<file path="config.mk">
export PLATFORM = sky130hd
export DESIGN_NAME = reset_precedence_boot_vector
export DESIGN_NICKNAME = d
export VERILOG_FILES = /design/src/core/reset_precedence_boot_vector.v
export VERILOG_INCLUDE_DIRS = /design/src /design/src/core
export SDC_FILE = /design/constraint.sdc
export NUM_CORES = 1
export LEC_CHECK = 0
export BUFFER_PORTS_ARGS = -buffer_cell sky130_fd_sc_hd__buf_4
export CAP_MARGIN = 30
export CORE_ASPECT_RATIO = 0.6
export CORE_UTILIZATION = 55
export CTS_CLUSTER_DIAMETER = 30
export DETAILED_ROUTE_END_ITERATION = 10
export GPL_TIMING_DRIVEN = 0
export PLACE_DENSITY = 0.85
export SYNTH_ARGS = -nofsm -noshare
export SYNTH_HDL_FRONTEND = slang
export SYNTH_SLANG_ARGS = --single-unit
</file>
<file path="constraint.sdc">
create_clock -name pclk -period 4.82 [get_ports pclk]
set_input_delay 0.482 -clock pclk [delete_from_list [all_inputs] [get_ports pclk]]
set_output_delay 0.482 -clock pclk [all_outputs]
set_load 0.01 [all_outputs]
</file>
<file path="src/core/reset_precedence_consts.vh">
// register offsets, field positions, reset values and timing counts
// for the reset precedence and boot vector block.
// assumes inclusion by its bare name from core/.
`ifndef RESET_PRECEDENCE_CONSTS_VH
`define RESET_PRECEDENCE_CONSTS_VH

// ==========================================================
// apb register offsets (byte addresses)
`define OFS_SWITCH_CONTROL   12'h000
`define OFS_BOOT_VECTOR      12'h004
`define OFS_PORT_CLOCKING    12'h008
`define OFS_PORT_CONTROL     12'h00C
`define OFS_PARTITION_CTRL   12'h010
`define OFS_BRIDGE_CONTROL   12'h014
`define OFS_RESET_STATUS     12'h018
`define OFS_STICKY_SCRATCH   12'h01C
`define OFS_DEV_STICKY       12'h020
`define OFS_UNLOCK_FIELD     12'h024

// ==========================================================
// switch control register fields
`define CTRL_HALT_BIT        0
`define CTRL_UNLOCK_BIT      1

// ==========================================================
// boot vector status layout
`define BV_FREQ_BIT          0
`define BV_CLKMODE_LSB       1
`define BV_MERGE_LSB         4
`define BV_HALT_BIT          10
`define BV_SMBADDR_LSB       11
`define BV_MODE_LSB          13

// ==========================================================
// reset cause codes, priority order (1 highest, 0 = none)
`define RC_NONE              4'h0
`define RC_GLOBAL            4'h1
`define RC_MODE_CHANGE       4'h2
`define RC_PART_PIN          4'h3
`define RC_PART_CTRL         4'h4
`define RC_HOT_TS1           4'h5
`define RC_DL_DOWN           4'h6
`define RC_UP_SBR            4'h7
`define RC_DN_SBR            4'h8

// ==========================================================
// reset type codes
`define RT_NONE              3'h0
`define RT_SWITCH_FUND       3'h1
`define RT_PORT_MODE         3'h2
`define RT_PART_FUND         3'h3
`define RT_PART_HOT          3'h4
`define RT_UP_SBR            3'h5
`define RT_DN_SBR            3'h6

// ==========================================================
// reset values
`define RST_STICKY           32'h0000_0000
`define RST_DEV_STICKY       32'h0000_0000
`define RST_UNLOCK_FIELD     32'h0000_0000
`define RST_PART_CTRL        32'h0000_0000

// ==========================================================
// timing: unlock hold after global release, in ns and cycles
`define UNLOCK_HOLD_NS       40
`define CLK_PERIOD_NS        4
`define UNLOCK_HOLD_CYC      ((`UNLOCK_HOLD_NS + `CLK_PERIOD_NS - 1) / `CLK_PERIOD_NS)

`endif

</file>
<file path="src/core/reset_precedence_boot_vector.v">
// reset arbitration, reset scoping, sticky storage classes and
// boot configuration vector capture with halt control.
// assumes pins are asynchronous to pclk; link events and register
// bits from the switch core are synchronous to pclk.
//
// The APB interface to the registers and the register offsets were decided locally.
`include "reset_precedence_consts.vh"
`timescale 1ns/1ps
`default_nettype none

module reset_precedence_boot_vector #(
    parameter NUM_PORTS = 16
) (
    // clock and reset
    input  wire                 pclk,
    input  wire                 presetn,
    // apb slave
    input  wire                 psel,
    input  wire                 penable,
    input  wire                 pwrite,
    input  wire [11:0]          paddr,
    input  wire [31:0]          pwdata,
    output reg  [31:0]          prdata,
    output wire                 pready,
    output reg                  pslverr,
    // reset pins, asynchronous
    input  wire                 global_reset_pin_n,
    input  wire                 partition_reset_pin_n,
    // boot configuration pins, asynchronous
    input  wire                 global_clock_freq_select,
    input  wire [2:0]           port_clock_mode_pins,
    input  wire                 merge_ports_0_1,
    input  wire                 merge_ports_2_3,
    input  wire                 merge_ports_4_5,
    input  wire                 merge_ports_6_7,
    input  wire                 merge_ports_8_9,
    input  wire                 merge_ports_12_13,
    input  wire                 reset_halt,
    input  wire [1:0]           slave_smbus_address_pins,
    input  wire [3:0]           switch_operating_mode_pins,
    // link events from the upstream port and per-port mode changes, synchronous
    input  wire                 hot_reset_ts1,
    input  wire                 dl_down,
    input  wire [NUM_PORTS-1:0] port_mode_changed,
    // reset outputs
    output reg  [2:0]           device_reset_type,
    output reg  [3:0]           device_reset_cause,
    output reg                  device_reset,
    output reg                  partition_reset,
    output reg  [NUM_PORTS-1:0] port_reset,
    output reg                  quasi_reset,
    output reg                  smbus_active,
    // sampled configuration
    output reg                  refclk_freq_sel,
    output reg  [2:0]           port_clock_mode,
    output reg  [5:0]           merge_enables,
    output reg  [1:0]           slave_smbus_address,
    output reg  [3:0]           switch_operating_mode
);

// ==========================================================
// functions
function [2:0] cause_type;
    input [3:0] c;
    begin
        case (c)
            `RC_GLOBAL:      cause_type = `RT_SWITCH_FUND;
            `RC_MODE_CHANGE: cause_type = `RT_PORT_MODE;
            `RC_PART_PIN:    cause_type = `RT_PART_FUND;
            `RC_PART_CTRL:   cause_type = `RT_PART_FUND;
            `RC_HOT_TS1:     cause_type = `RT_PART_HOT;
            `RC_DL_DOWN:     cause_type = `RT_PART_HOT;
            `RC_UP_SBR:      cause_type = `RT_UP_SBR;
            `RC_DN_SBR:      cause_type = `RT_DN_SBR;
            default:         cause_type = `RT_NONE;
        endcase
    end
endfunction

// ==========================================================
// pin synchronisers; the first stage feeds only the second
reg  [18:0] pin_meta_q;
reg  [18:0] pin_sync_q;
wire [18:0] pin_raw = {global_reset_pin_n, partition_reset_pin_n,
                       switch_operating_mode_pins,
                       slave_smbus_address_pins, reset_halt,
                       merge_ports_12_13, merge_ports_8_9,
                       merge_ports_6_7, merge_ports_4_5,
                       merge_ports_2_3, merge_ports_0_1,
                       port_clock_mode_pins, global_clock_freq_select};

always @(posedge pclk or negedge presetn) begin
    if (!presetn) begin
        pin_meta_q <= 19'h00000;
        pin_sync_q <= 19'h00000;
    end else begin
        pin_meta_q <= pin_raw;
        pin_sync_q <= pin_meta_q;
    end
end

// synced pins; reset pins read as asserted while flops are cleared
wire        glob_n   = pin_sync_q[18];
wire        part_n   = pin_sync_q[17];
wire [16:0] bv_pins  = pin_sync_q[16:0];

// ==========================================================
// registers
reg         halt_q;
reg         unlock_q;
reg         clk_override_q;
reg  [2:0]  clk_reg_q;
reg  [NUM_PORTS-1:0] mode_action_q;
reg         part_ctrl_fund_q;
reg         up_sbr_q;
reg  [NUM_PORTS-1:0] dn_sbr_q;
reg  [31:0] sticky_q;
reg  [31:0] dev_sticky_q;
reg  [31:0] unlock_field_q;
reg  [16:0] bv_status_q;
reg         glob_seen_q;
reg  [7:0]  unlock_cnt_q;
reg         boot_done_q;

localparam [7:0] UNLOCK_CYC = `UNLOCK_HOLD_CYC;

// ==========================================================
// priority encoder, evaluated every cycle
wire [NUM_PORTS-1:0] mode_rst = port_mode_changed & mode_action_q;
reg  [3:0] cause_d;

always @* begin
    if (!glob_n)                cause_d = `RC_GLOBAL;
    else if (|mode_rst)         cause_d = `RC_MODE_CHANGE;
    else if (!part_n)           cause_d = `RC_PART_PIN;
    else if (part_ctrl_fund_q)  cause_d = `RC_PART_CTRL;
    else if (hot_reset_ts1)     cause_d = `RC_HOT_TS1;
    else if (dl_down)           cause_d = `RC_DL_DOWN;
    else if (up_sbr_q)          cause_d = `RC_UP_SBR;
    else if (|dn_sbr_q)         cause_d = `RC_DN_SBR;
    else                        cause_d = `RC_NONE;
end

wire [2:0] type_d = cause_type(cause_d);
// fundamental classes decide which storage is reinitialised
wire sw_fund   = (device_reset_type == `RT_SWITCH_FUND);
wire part_fund = (device_reset_type == `RT_PART_FUND);

// the encoder output is registered: a change lands one cycle later
// and passes straight to the next cause without a gap
always @(posedge pclk or negedge presetn) begin
    if (!presetn) begin
        device_reset_cause <= `RC_GLOBAL;
        device_reset_type  <= `RT_SWITCH_FUND;
        device_reset       <= 1'b1;
        partition_reset    <= 1'b1;
        port_reset         <= {NUM_PORTS{1'b1}};
    end else begin
        device_reset_cause <= cause_d;
        device_reset_type  <= type_d;
        device_reset       <= (type_d == `RT_SWITCH_FUND);
        partition_reset    <= (type_d == `RT_SWITCH_FUND) ||
                              (type_d == `RT_PART_FUND) ||
                              (type_d == `RT_PART_HOT) ||
                              (type_d == `RT_UP_SBR);
        case (type_d)
            `RT_SWITCH_FUND, `RT_PART_FUND, `RT_PART_HOT, `RT_UP_SBR:
                port_reset <= {NUM_PORTS{1'b1}};
            `RT_PORT_MODE:
                port_reset <= mode_rst;
            `RT_DN_SBR:
                port_reset <= dn_sbr_q;
            default:
                port_reset <= {NUM_PORTS{1'b0}};
        endcase
    end
end

// ==========================================================
// boot vector capture at release of the global reset pin
wire glob_release = glob_seen_q && glob_n;

always @(posedge pclk or negedge presetn) begin
    if (!presetn) begin
        glob_seen_q  <= 1'b0;
        bv_status_q  <= 17'h00000;
        unlock_cnt_q <= 8'h00;
        boot_done_q  <= 1'b0;
    end else begin
        glob_seen_q <= !glob_n;
        if (glob_release) begin
            // pins ignored at every other time
            bv_status_q  <= bv_pins;
            unlock_cnt_q <= UNLOCK_CYC;
            boot_done_q  <= 1'b0;
        end else if (!glob_n) begin
            boot_done_q  <= 1'b0;
        end else if (unlock_cnt_q != 8'h00) begin
            unlock_cnt_q <= unlock_cnt_q - 8'h01;
        end else begin
            boot_done_q  <= 1'b1;
        end
    end
end

// decode sampled fields; the non-overridable ones come only from here
always @* begin
    refclk_freq_sel       = bv_status_q[`BV_FREQ_BIT];
    merge_enables         = bv_status_q[`BV_MERGE_LSB +: 6];
    slave_smbus_address   = bv_status_q[`BV_SMBADDR_LSB +: 2];
    switch_operating_mode = bv_status_q[`BV_MODE_LSB +: 4];
    port_clock_mode       = clk_override_q ? clk_reg_q :
                            bv_status_q[`BV_CLKMODE_LSB +: 3];
    // halted reset: ports quasi-reset while smbus stays up
    quasi_reset           = halt_q && boot_done_q;
    smbus_active          = glob_n;
end

// ==========================================================
// apb slave; zero wait states
wire wr_en = psel && penable && pwrite;
wire rd_en = psel && !pwrite;
assign pready = 1'b1;

function addr_ok;
    input [11:0] a;
    begin
        addr_ok = (a <= `OFS_UNLOCK_FIELD) && (a[1:0] == 2'b00);
    end
endfunction

always @(posedge pclk or negedge presetn) begin
    if (!presetn) begin
        halt_q           <= 1'b0;
        unlock_q         <= 1'b0;
        clk_override_q   <= 1'b0;
        clk_reg_q        <= 3'h0;
        mode_action_q    <= {NUM_PORTS{1'b0}};
        part_ctrl_fund_q <= 1'b0;
        up_sbr_q         <= 1'b0;
        dn_sbr_q         <= {NUM_PORTS{1'b0}};
    end else if (sw_fund) begin
        // ordinary registers take defaults under switch reset, except unlock_q, which is set;
        // the halt strap lands here, as release is still in this state
        halt_q           <= glob_release && bv_pins[`BV_HALT_BIT];
        unlock_q         <= 1'b1;
        clk_override_q   <= 1'b0;
        clk_reg_q        <= 3'h0;
        mode_action_q    <= {NUM_PORTS{1'b0}};
        part_ctrl_fund_q <= 1'b0;
        up_sbr_q         <= 1'b0;
        dn_sbr_q         <= {NUM_PORTS{1'b0}};
    end else begin
        if (glob_release) begin
            halt_q   <= bv_pins[`BV_HALT_BIT];
            unlock_q <= 1'b1;
        end else if (boot_done_q && !halt_q) begin
            unlock_q <= 1'b0;
        end
        if (wr_en) begin
            case (paddr)
                `OFS_SWITCH_CONTROL: begin
                    halt_q   <= pwdata[`CTRL_HALT_BIT];
                    unlock_q <= pwdata[`CTRL_UNLOCK_BIT];
                end
                `OFS_PORT_CLOCKING: begin
                    clk_reg_q      <= pwdata[2:0];
                    clk_override_q <= 1'b1;
                end
                `OFS_PORT_CONTROL:
                    mode_action_q <= pwdata[NUM_PORTS-1:0];
                `OFS_PARTITION_CTRL:
                    part_ctrl_fund_q <= pwdata[0];
                `OFS_BRIDGE_CONTROL: begin
                    up_sbr_q <= pwdata[0];
                    dn_sbr_q <= pwdata[NUM_PORTS:1];
                end
                default: ;
            endcase
        end
    end
end

// storage classes: sticky, device sticky, write-when-unlocked
always @(posedge pclk or negedge presetn) begin
    if (!presetn) begin
        sticky_q       <= `RST_STICKY;
        dev_sticky_q   <= `RST_DEV_STICKY;
        unlock_field_q <= `RST_UNLOCK_FIELD;
    end else begin
        if (sw_fund || part_fund)
            sticky_q <= `RST_STICKY;
        else if (wr_en && paddr == `OFS_STICKY_SCRATCH)
            sticky_q <= pwdata;
        if (sw_fund)
            dev_sticky_q <= `RST_DEV_STICKY;
        else if (wr_en && paddr == `OFS_DEV_STICKY)
            dev_sticky_q <= pwdata;
        if (sw_fund)
            unlock_field_q <= `RST_UNLOCK_FIELD;
        else if (wr_en && unlock_q && paddr == `OFS_UNLOCK_FIELD)
            unlock_field_q <= pwdata;
    end
end

// read data and error, registered in the setup cycle
always @(posedge pclk or negedge presetn) begin
    if (!presetn) begin
        prdata  <= 32'h0000_0000;
        pslverr <= 1'b0;
    end else if (psel && !penable) begin
        pslverr <= !addr_ok(paddr);
        prdata  <= 32'h0000_0000;
        if (rd_en) begin
            case (paddr)
                `OFS_SWITCH_CONTROL:
                    prdata <= {30'h0, unlock_q, halt_q};
                `OFS_BOOT_VECTOR:
                    prdata <= {15'h0, bv_status_q};
                `OFS_PORT_CLOCKING:
                    prdata <= {29'h0, port_clock_mode};
                `OFS_PORT_CONTROL:
                    prdata <= {{(32-NUM_PORTS){1'b0}}, mode_action_q};
                `OFS_PARTITION_CTRL:
                    prdata <= {31'h0, part_ctrl_fund_q};
                `OFS_BRIDGE_CONTROL:
                    prdata <= {{(31-NUM_PORTS){1'b0}}, dn_sbr_q, up_sbr_q};
                `OFS_RESET_STATUS:
                    prdata <= {24'h0, 1'b0, device_reset_type,
                               device_reset_cause};
                `OFS_STICKY_SCRATCH:
                    prdata <= sticky_q;
                `OFS_DEV_STICKY:
                    prdata <= dev_sticky_q;
                `OFS_UNLOCK_FIELD:
                    prdata <= unlock_field_q;
                default:
                    prdata <= 32'h0000_0000;
            endcase
        end
    end
end

endmodule
`default_nettype wire

</file>
==> flow_metrics.tcl <==
set metrics [dict create \
    outcome "finished clean" \
    diodes 0 \
    synth_area_leaders "dfrtp_1, nand2_1, dfstp_2" \
    route.vias.total 9800 \
    path_delay_family "compound AO/OA/AOI/OAI gates" \
    critical_path_arrival_ns 3.65 \
    grt_overflow 0 \
    layout_min_cycle_time_ns 3.20 \
    yosysTopAreaCellShare_pct 53.1 \
    grt_max_degree 125 \
    crit_path_start "mode_action_q[2]$_DFFE_PN0P_" \
    synth_edf_count 0 \
    rr_startpoint "mode_action_q[2]$_DFFE_PN0P_" \
    tightestPinTransition_ns 0.870 \
    crit_type "register to register" \
    fmax_mhz 313 \
    ir_worst_vdd_v 0.000411 \
    ctsHtreeMaxLevel 2 \
    synthCells 1090 \
    fin_skew_ns 0.0280 \
    relSlewSlack_pct 42.0 \
    core_area_um2 20000 \
    crit_chain "a22oi_1 > nand2_1 > nor4_1 > buf_2 > nand2_1 > o21ai_0 > ha_1 > mux2i_1 > a21boi_0 > o21ai_2 > buf_4 > a211o_1" \
    start_util_pct 56.3 \
    crit_top_cell "nand2_1" \
    synth_top_family_by_area "compound AO/OA/AOI/OAI gates" \
    crit_path_end_kind "register" \
    cts_root_buffer "clkbuf_16" \
    place_congestion 0.991 \
    ioPinCount 163 \
    synthFlopType "dfrtp_1" \
    ys_seq_area_share_pct 57.8 \
    drv_cap 0 \
    finalCritPeriodShare_pct 66.4 \
    synthMuxAreaShare_pct 3.88 \
    netlist_area_um2 11300 \
    cts_buffers 37 \
    drt_pass1_iterations 5 \
    slew_viol_final 0 \
    fin_nets 1382 \
    port_buffers 158 \
    synth-compound-area-share_pct 16.8 \
    yosysUniqueCellTypes 67 \
    synthXorXnorAreaFrac_pct 0.466 \
    hp-start "merge_ports_12_13" \
    syn_avg_cell_area_um2 10.3 \
    drt_wl_total_mm 34.7 \
    dpl.hpwl_mm 24.4 \
    crit_fanout 10 \
    grt_antenna_before_repair 0 \
    viasPerCell 6.15 \
    ant_nets 0 \
    grt_pass1_wl_mm 53.1 \
    grt_usage_pct 33.0 \
    clk_pin_slew_worst_paths_ns 0.06 \
    cts_hold_buffers 1 \
    grt_setup_unrepaired "no" \
    die_x_um 187 \
    power_density_nw_per_um2 410 \
    setup_tns_ns 0 \
    grt_pass1_vias 9375 \
    design_area_um2 14200 \
    die_height_um 113 \
    yosys_warnings 0 \
    route.detailed.drc 0 \
    setup_viol 0 \
    hp-class "input port to register" \
    startpoint_type "register" \
    place_area_um2 12900 \
    worstPathRequired_ns 5.27 \
    post-route-util_pct 71.2 \
    leakage_nw 6.51 \
    async_reset_ff_share_pct 100 \
    cts_resized 0 \
    syn_nets 1180 \
    clock-sinks 259 \
    drt-initial-drc-count 1287 \
    rows 40 \
    yosys.area.top_type "dfrtp_1" \
    clk_path_buf_depth 3 \
    postCtsSetupBuffers 0 \
    synth_fa_ha_area_share_pct 0.444 \
    layout-drive-gt1-share_pct 25.0 \
    worst-path-buf-inv 2 \
    totalPowerFinal_mw 5.84 \
    cpPeakStageDelay_ns 0.45 \
    ys_seq_elements 259 \
    final_cell_count_no_fill 1594 \
    hold_viol 0 \
    wl_per_cell_um 21.8 \
    areaGrowthSynthToFinish_pct 26.5 \
    cts_tree "done" \
    die_area_um2 21100 \
    yosys.area_share.simple_pct 16.5 \
    critPathSlowestCell "dfrtp_1" \
    ff2ff_setup_slack_ns 1.62 \
    place_inst 1523 \
    clk_latency_ns 0.51 \
]
==> sequential cells by signal, summed over array words and instances (netlist names) <==
register and cells:
boot_done_q 1, bv_status_q 17, clk_override_q 1, clk_reg_q 3, dev_sticky_q 32, device_reset 1
device_reset_cause 4, device_reset_type 3, dn_sbr_q 16, glob_seen_q 1, halt_q 1, mode_action_q 16
part_ctrl_fund_q 1, partition_reset 1, pin_meta_q 19, pin_sync_q 19, port_reset 16, prdata 32
pslverr 1, sticky_q 32, unlock_cnt_q 8, unlock_field_q 32, unlock_q 1, up_sbr_q 1
==> metal layers <==
metal  part of all wire (%)  routed length, um  global-route usage [%]  vias up
met5                      0                  0                       0        -
met4                    2.2                776                    8.63        0
met3                     13               4630                    10.5       90
met2                     43              14800                    47.1      706
met1                     42              14500                    48.7     4766
li1                       -                  -                       -     4238
==> cell usage after synthesis, types with 5 or more instances <==
master,instances
and2_1,5
buf_2,18
a22oi_1,45
a21oi_2,10
mux2_2,11
dfstp_2,20
a211o_1,16
buf_4,18
nor3_1,5
inv_1,7
dfrtp_1,239
a31oi_1,5
o21ai_1,12
a221oi_1,14
o21ai_0,58
clkbuf_1,45
o22ai_1,10
nand2_2,10
mux2i_1,29
nand3_1,13
nand2_1,279
a22o_1,32
nor4_1,10
nor2_1,24
nand4_1,5
and3_1,19
a21oi_1,65
nor2b_1,5
==> power by group <==
| group | switching (mW) | internal [mW] |
|---|---|---|
| clock network | 1.03 | 1.91 |
| logic | 0.324 | 0.202 |
| registers | 0.0890 | 2.29 |
==> through the flow <==
stage               setup WS [ns]  hold WS [ns]
CTS                          1.27        0.0740
global route                 1.48        0.0639
finish                       1.62        0.0769
global placement             1.24         0.333
detailed placement           1.15         0.335
floorplan                    2.08         0.186
==> final cells by class <==
cell class,count,area (um2)
repair buffers,163,1280
flip-flops and latches,259,6510
well taps,273,342
plain buffers,87,442
fillers,1407,5770
clock buffers,45,1020
clock inverters,23,345
multi-input cells,737,4290
inverters,7,26.3
==> cell families (layout without fill, tap and decap cells) <==
family / Yosys count / after routing
mux: 41 / 41
other cells: 1 / 1
flops: 259 / 259
buf+inv: 94 / 325
xor+xnor: 6 / 6
compound gates: 284 / 284
fa+ha+maj: 4 / 4
simple gates: 401 / 401
==> placed cells by master (no fill, tap or decap), types with 4 or more instances in the layout <==
cell type,count
a211o_1,16
a21oi_1,65
a21oi_2,10
a221oi_1,14
a22o_1,32
a22oi_1,45
a31oi_1,5
and2_1,5
and3_1,19
buf_2,19
buf_4,175
bufinv_16,7
clkbuf_1,49
clkbuf_16,39
clkinv_2,4
dfrtp_1,239
dfstp_2,20
ha_1,4
inv_1,7
inv_6,4
mux2_2,11
mux2i_1,29
nand2_1,279
nand2_2,10
nand2b_1,4
nand3_1,13
nand4_1,5
nor2_1,24
nor2b_1,5
nor3_1,5
nor4_1,10
o21ai_0,58
o21ai_1,12
o22ai_1,10
xor2_1,4
==> worst paths after layout <==
kind / to / depth (start not counted)
setup / recovery: port_reset[14]$_DFF_PN1_ / 12
hold / removal: pin_meta_q[9]$_DFF_PN0_ / 1
setup reg to reg: port_reset[14]$_DFF_PN1_ / 12
hold reg to reg: pin_sync_q[12]$_DFF_PN0_ / 0
max in group asynchronous: unlock_field_q[12]$_DFFE_PN0P_ / 4
min in group asynchronous: pin_sync_q[18]$_DFF_PN0_ / 2
No activity file was read; power rests on OpenSTA's default activity.
